**config.mk**
```make
export PLATFORM = sky130hd
export DESIGN_NAME = boot_strap_config_capture
export DESIGN_NICKNAME = d
export VERILOG_FILES = /design/src/hdl/boot_strap_config_capture.v
export VERILOG_INCLUDE_DIRS = /design/src /design/src/hdl
export SDC_FILE = /design/constraint.sdc
export NUM_CORES = 1
export LEC_CHECK = 0
export BUFFER_PORTS_ARGS = -buffer_cell sky130_fd_sc_hd__buf_4
export CAP_MARGIN = 25
export CORE_MARGIN = 3
export CORE_UTILIZATION = 48
export CTS_CLUSTER_DIAMETER = 120
export DETAILED_ROUTE_END_ITERATION = 10
export PLACE_DENSITY = 0.81
export SLEW_MARGIN = 25
export SYNTH_ARGS = -nofsm -noshare
export SYNTH_HDL_FRONTEND = slang
export SYNTH_SLANG_ARGS = --single-unit
```
**constraint.sdc**
```tcl
create_clock -name clk -period 1.7 [get_ports clk]
set_input_delay 0 -clock clk [delete_from_list [all_inputs] [get_ports clk]]
set_output_delay 0 -clock clk [all_outputs]
set_load 0.05 [all_outputs]
```
**src/hdl/boot_strap_config_defines.vh**
```
// Register offsets, field positions, reset values and encodings of the strap capture block.
`ifndef BOOT_STRAP_CONFIG_DEFINES_VH
`define BOOT_STRAP_CONFIG_DEFINES_VH

`define ADDR_CONFIG 4'h0
`define ADDR_WIDTH_CTRL 4'h4
`define ADDR_DATA_LANE 4'h8

`define BIT_WIDTH_LOW 0
`define BIT_HOST_ROLE 1
`define BIT_ARB_ENABLE 2
`define BIT_RESERVED3 3
`define BIT_PCI_CLOCK 4
`define BIT_DRIVE_LOW 5
`define BIT_WIDTH_HIGH 7
`define BIT_DRIVE_HIGH 9

`define STRAP_WIDTH 21
`define STRAP_DEFAULT 21'h1FFFFF

`define WIDTH_16 2'h0
`define WIDTH_8 2'h1
`define WIDTH_RSVD 2'h2
`define WIDTH_32 2'h3

`define DRIVE_RSVD 2'h0
`define DRIVE_MEDIUM 2'h1
`define DRIVE_LOW 2'h2
`define DRIVE_HIGH 2'h3

`define WOVR_ENABLE_BIT 2
`define FILLER_PATTERN 32'hA5A5A5A5

`endif

```
**src/hdl/boot_strap_config_capture.v**
```verilog
// Boot strap capture, applied configuration and expansion data lane control.
`include "boot_strap_config_defines.vh"

// Function
// RULE_01 - Drive strength follows the two drive strap bits: 01 medium, 10 low, 11 high, 00 reserved.
// RULE_02 - The high drive strength bit is taken from address strap bit 9.
// RULE_03 - The PCI clock select strap picks 33 MHz when 0 and 66 MHz when 1.
// RULE_04 - The board must not pull reserved address strap bit 3 low during capture.
// RULE_05 - The PCI arbiter is enabled when its strap bit is 1 and disabled when 0.
// RULE_06 - The PCI controller acts as host when its strap bit is 1 and as non-host when 0.
// RULE_07 - Strap bits 7 and 0 give the boot flash width: 00 16-bit, 01 8-bit, 11 32-bit, 10 reserved.
// RULE_08 - In 8-bit accesses data lines 31 to 8 are driven with filler on writes and released on reads.
// RULE_09 - In 16-bit accesses data lines 31 to 16 are driven with filler on writes and released on reads.
// RULE_10 - Configuration bits 0 and 7 read as one during reset unless their strap pin is pulled low; here they read one in reset whatever the pins.
// RULE_11 - The board straps the address pins during reset to choose the boot flash width.
// RULE_12 - After boot software may override the strapped access width through a control register.
// RULE_13 - Strap levels are latched at reset release and held stable until the next reset.
module boot_strap_config_capture #(
  parameter DATA_WIDTH = 32 // Expansion data bus width.
) (
  input wire clk, // System clock, 20 MHz.
  input wire reset_n, // Asynchronous reset, active low.
  input wire [`STRAP_WIDTH-1:0] expansionAddressPins, // Expansion address pins read as straps.
  input wire [DATA_WIDTH-1:0] coreWriteData, // Write data from the bus controller.
  input wire [DATA_WIDTH-1:0] expansionDataPinsIn, // Level on the expansion data pins.
  input wire accessActive, // Bus controller has an access in progress.
  input wire accessWrite, // The access in progress is a write.
  input wire [3:0] wb_adr_i, // Wishbone byte address.
  input wire [31:0] wb_dat_i, // Wishbone write data.
  input wire [3:0] wb_sel_i, // Wishbone byte selects.
  input wire wb_we_i, // Wishbone write enable.
  input wire wb_cyc_i, // Wishbone cycle.
  input wire wb_stb_i, // Wishbone strobe.
  output reg [31:0] wb_dat_o, // Wishbone read data.
  output reg wb_ack_o, // Wishbone acknowledge.
  output reg [DATA_WIDTH-1:0] expansionDataPinsOut, // Data driven onto the pins.
  output reg [DATA_WIDTH-1:0] expansionDataPinsOe_n, // Per-line enable, low drives.
  output reg [DATA_WIDTH-1:0] readData, // Captured read data with unused lanes zero.
  output reg [1:0] busDriveStrength, // Applied drive strength code.
  output reg pciClockIs66, // PCI clock select, high for 66 MHz.
  output reg hostBusArbiterEnable, // PCI arbiter enable.
  output reg pciHostRole, // PCI controller is bus host.
  output reg [1:0] flashWidth, // Active chip select 0 data width.
  output reg strapsValid // Straps have been captured.
);

  // Straps pass two flops since the pins are not on this clock.
  reg [`STRAP_WIDTH-1:0] strapSync1_reg;
  reg [`STRAP_WIDTH-1:0] strapSync2_reg;
  reg [`STRAP_WIDTH-1:0] config_reg;
  reg captured_reg;
  reg [2:0] widthCtrl_reg;
  reg [DATA_WIDTH-1:0] dataSync1_reg;
  reg [DATA_WIDTH-1:0] dataSync2_reg;

  wire [1:0] strapWidth;
  wire [1:0] strapDrive;
  wire [1:0] activeWidth;
  wire busHit;
  wire [DATA_WIDTH-1:0] usedMask;

  // Lanes in use for a given width code; reserved codes are treated as full width.
  function [DATA_WIDTH-1:0] laneMask;
    input [1:0] width;
    begin
      case (width)
        `WIDTH_8: laneMask = {{(DATA_WIDTH-8){1'b0}}, 8'hFF}; // RULE_08
        `WIDTH_16: laneMask = {{(DATA_WIDTH-16){1'b0}}, 16'hFFFF}; // RULE_09
        default: laneMask = {DATA_WIDTH{1'b1}};
      endcase
    end
  endfunction

  assign strapWidth = {config_reg[`BIT_WIDTH_HIGH], config_reg[`BIT_WIDTH_LOW]}; // RULE_07
  assign strapDrive = {config_reg[`BIT_DRIVE_HIGH], config_reg[`BIT_DRIVE_LOW]}; // RULE_02
  assign activeWidth = widthCtrl_reg[`WOVR_ENABLE_BIT] ? widthCtrl_reg[1:0] : strapWidth; // RULE_12
  assign usedMask = laneMask(activeWidth);
  assign busHit = wb_cyc_i & wb_stb_i & ~wb_ack_o;

  // Synchronisers; the first stage is only read by the second.
  always @(posedge clk or negedge reset_n) begin
    if (!reset_n) begin
      strapSync1_reg <= `STRAP_DEFAULT;
      strapSync2_reg <= `STRAP_DEFAULT;
      dataSync1_reg <= {DATA_WIDTH{1'b0}};
      dataSync2_reg <= {DATA_WIDTH{1'b0}};
    end else begin
      strapSync1_reg <= expansionAddressPins;
      strapSync2_reg <= strapSync1_reg;
      dataSync1_reg <= expansionDataPinsIn;
      dataSync2_reg <= dataSync1_reg;
    end
  end

  // During reset the configuration shows the pulled-up default, so bits 0 and 7 read as one.
  // The capture is taken once, from the synchronised pins, on the third edge after release.
  // That delay lets the strap levels settle through the synchronisers first.
  reg [1:0] settle_reg;
  always @(posedge clk or negedge reset_n) begin
    if (!reset_n) begin
      config_reg <= `STRAP_DEFAULT; // RULE_10
      captured_reg <= 1'b0;
      settle_reg <= 2'h0;
    end else if (!captured_reg) begin
      if (settle_reg == 2'h2) begin
        config_reg <= strapSync2_reg; // RULE_13
        captured_reg <= 1'b1; // RULE_13
      end else begin
        settle_reg <= settle_reg + 2'h1;
      end
    end
  end

  // Wishbone slave: one ack a cycle after the strobe, released the cycle after.
  always @(posedge clk or negedge reset_n) begin
    if (!reset_n) begin
      wb_ack_o <= 1'b0;
      wb_dat_o <= 32'h00000000;
      widthCtrl_reg <= 3'h0;
    end else begin
      wb_ack_o <= busHit;
      wb_dat_o <= 32'h00000000;
      if (busHit && wb_we_i && wb_adr_i == `ADDR_WIDTH_CTRL && wb_sel_i[0]) begin
        widthCtrl_reg <= wb_dat_i[2:0]; // RULE_12
      end
      if (busHit && !wb_we_i) begin
        case (wb_adr_i)
          `ADDR_CONFIG: wb_dat_o <= {{(32-`STRAP_WIDTH){1'b0}}, config_reg};
          `ADDR_WIDTH_CTRL: wb_dat_o <= {29'h0, widthCtrl_reg};
          `ADDR_DATA_LANE: wb_dat_o <= {26'h0, captured_reg, activeWidth, strapDrive, 1'b0};
          default: wb_dat_o <= 32'h00000000;
        endcase
      end
    end
  end

  // Applied configuration; until capture the reset defaults stand.
  always @(posedge clk or negedge reset_n) begin
    if (!reset_n) begin
      busDriveStrength <= `DRIVE_HIGH;
      pciClockIs66 <= 1'b1;
      hostBusArbiterEnable <= 1'b1;
      pciHostRole <= 1'b1;
      flashWidth <= `WIDTH_32;
      strapsValid <= 1'b0;
    end else begin
      busDriveStrength <= strapDrive; // RULE_01
      pciClockIs66 <= config_reg[`BIT_PCI_CLOCK]; // RULE_03
      hostBusArbiterEnable <= config_reg[`BIT_ARB_ENABLE]; // RULE_05
      pciHostRole <= config_reg[`BIT_HOST_ROLE]; // RULE_06
      flashWidth <= activeWidth; // RULE_07
      strapsValid <= captured_reg;
    end
  end

  // Data lanes: used lanes follow the access; unused lanes carry filler on writes and are
  // released on reads, so a narrow device never sees contention on the upper lanes.
  always @(posedge clk or negedge reset_n) begin
    if (!reset_n) begin
      expansionDataPinsOut <= {DATA_WIDTH{1'b0}};
      expansionDataPinsOe_n <= {DATA_WIDTH{1'b1}};
      readData <= {DATA_WIDTH{1'b0}};
    end else begin
      expansionDataPinsOut <= (coreWriteData & usedMask)
        | (`FILLER_PATTERN & ~usedMask); // RULE_08 RULE_09
      expansionDataPinsOe_n <= (accessActive && accessWrite) ? {DATA_WIDTH{1'b0}}
        : {DATA_WIDTH{1'b1}}; // RULE_08 RULE_09
      readData <= dataSync2_reg & usedMask;
    end
  end

endmodule

```
==> metrics.md <==
| Metric | Value |
|---|---|
| Status | `finished, final reports clean` |
| Seq/Total Area, Yosys | `0.809` |
| Post-synth ARST share | `1.00` |
| Vias in the first global route | `4621` |
| Root Driver | `clkbuf_16` |
| Dpl ws | `0.225 ns` |
| Peak fanout along the critical path | `32` |
| # port buffers | `225` |
| Post-synthesis cell type count | `33` |
| Setup ws final | `0.169 ns` |
| Pleak | `5.02 nW` |
| CTS sink count | `between 200 and 250` |
| Pwr Total | `12.1 mW` |
| H-tree depth | `1` |
| Fin Clk Skew | `0.00979 ns` |
| Avg Inst Size Synth | `17.7 µm²` |
| Cell Area, Synth | `roughly 7000 µm²` |
| Top cell type's share of synthesized area | `0.549` |
| Arrival time worst endpoint | `about 1.5 ns` |
| Largest net degree at the start of global routing | `65` |
| Clock transition at the registers of the reported paths | `0.06 ns` |
| Top-count cell post-synth | `dfrtp_1` |
| Drt via density | `around 4.4` |
| Final Critical Period | `1.53 ns` |
| Antenna fix cells | `0` |
| Most area-hungry cell type in the Yosys netlist | `dfrtp_1` |
| CP endpoint kind | `output port` |
| Routed wire per std cell | `17.0 µm` |
| Later-pin clock latency in the skew report | `just under 0.5 ns` |
| Layout cells sized above 1 | `0.481` |
| Hold crit path type | `in -> reg` |
| Top cells by count, synth | `dfrtp_1 (157), dfstp_2 (71), buf_4 (43), and2_1 (27), nor2b_1 (26)` |
| Family with the most delay on the worst path | `flip-flops` |
| Initial antenna violation count | `0` |
| First-pass GRT wire length | `24.5 mm` |
| Top_reg_cell synth | `dfrtp_1` |
| Core footprint | `14600 µm²` |
| Die ar. | `16400 µm²` |
| Hold_ws | `~0.023 ns` |
| Max stage delay cell, worst path | `dfstp_4` |
| Final #Nets | `859` |
| CTS tree | `yes` |
| VDD IR max | `883 µV` |
| Setup tns final | `0 ns` |
| Utilization after layout | `0.728` |
| Crit-path cells | `buf_4` |
| PwrDens | `1140 nW/µm²` |
| Mapped Cells | `405` |
| Placed Area | `roughly 8900 µm²` |
| RSZ-0062 raised after global routing | `false` |
| Remaining DRCs | `0` |
| Startpoint types | `register` |
| Via count | `4117` |
| Slew Viols, Final | `0` |
| Synth Register Bits | `228` |
| Design area | `10600 µm²` |
| Buffers & Inverters on Critical Path | `1` |
| Non-Filler Instances | `926` |
| Initial core utilization | `0.491` |
| Die width | `128 µm` |
| Syn. warnings | `0` |
| TritonRoute pass-1 iters | `4` |
| Tcrit/Tclk final | `0.901` |
| Post-placement cell count | `about 790` |
| Row cnt | `44` |
| Post-Route WL | `around 16 mm` |
| Final setup fails | `0` |
| Hold Violations, Final | `0` |
| Detailed Route Iter0 Violations | `130` |
| GR Overflow Total | `0` |
| Ports | `269` |
| Synthesis-to-finish area growth | `48.4%` |
| Number of synthesized flops with an enable pin | `0` |
| F_max | `653 MHz` |
| Die Y | `128 µm` |
| Req. time, crit path | `1.70 ns` |
| Max stage delay on crit path | `0.79 ns` |
| HPWL Detailed | `9.80 mm` |
| Setup CP Type | `reg -> out` |
| Clock Tree Buf Depth | `3` |
| RePlAce Congestion | `between 0.7 and 0.8` |
| TritonCTS buffer count | `23` |
| Synth top area cells | `dfrtp_1 (55%), dfstp_2 (26%), buf_4 (4.5%)` |
| Routed Antenna Nets | `0` |
| GRT Overall Usage | `0.192` |
| Max-cap violations | `0` |
## path summary, 6_finish.rpt
kind	startpoint	to	slack, ns	cells past startpoint
setup reg to reg	wb_ack_o	wb_dat_o[4]	0.21	3
setup / recovery	expansionDataPinsOe_n[30]	expansionDataPinsOe_n[22]	0.17	1
max in group asynchronous	reset_n	config_reg[3]	0.97	3
hold / removal	wb_sel_i[0]	widthCtrl_reg[1]	0.02	4
min in group asynchronous	reset_n	dataSync1_reg[1]	0.03	2
hold reg to reg	dataSync2_reg[6]	readData[6]	0.35	0
## per-layer routing
layer	share of wire	GRT usage	wire length [µm]
met5	0	0	0
met2	0.55	0.361	8640
met3	0.085	0.0504	1340
met1	0.33	0.206	5250
met4	0.032	0.0693	505
## power breakdown
group	switching (mW)	total [mW]	leakage [nW]	internal, mW
Sequential	0.108	5.86	2.65	5.75
Combinational	0.878	1.44	2.01	0.563
Clock	1.92	4.83	0.364	2.91
Total	2.90	12.1	5.02	9.22
## layout by cell type, fill, tap and decap left out, drive strengths merged
master,n
nor2b,26
dlygate4sd3,99
ha,1
clkbuf,35
bufinv,1
or2,9
nor4,1
buf,240
or3,1
or4,1
mux2,25
a2111oi,1
nand2,2
clkinv,4
nand2b,4
mux2i,6
and2,27
dfstp,71
nand3b,1
nor2,4
nor3,4
nand3,1
conb,11
clkinvlp,1
inv,4
o21ai,1
a2bb2oi,2
dfrtp,157
xnor2,1
a32oi,1
## layout make-up
class	instances	area (µm²)
flip-flops and latches	228	5800
fillers	863	3960
repair buffers	339	2830
multi-input cells	130	1010
clock buffers	35	681
well taps	184	230
clock inverters	6	61.3
inverters	4	15.0
## cell families after synthesis
family                   Yosys count  share of synthesized area
AO/OA/AOI/OAI                      5                    0.00821
AND/OR/NAND/NOR                   81                     0.0748
other                              1                   0.000524
multiplexers                      31                     0.0482
adder cells (fa/ha/maj)            1                    0.00175
buffers and inverters             57                     0.0559
flip-flops                       228                      0.809
XOR/XNOR                           1                    0.00122
## repair_timing
item | in CTS | in global routing
hold endpoints to repair | 287 | 0
gates resized for setup | 0 | 1
endpoints found under the setup margin | 0 | 32
hold buffers | 99 | 0
buffers inserted | 0 | 0
(Power assumes the default switching activity.)
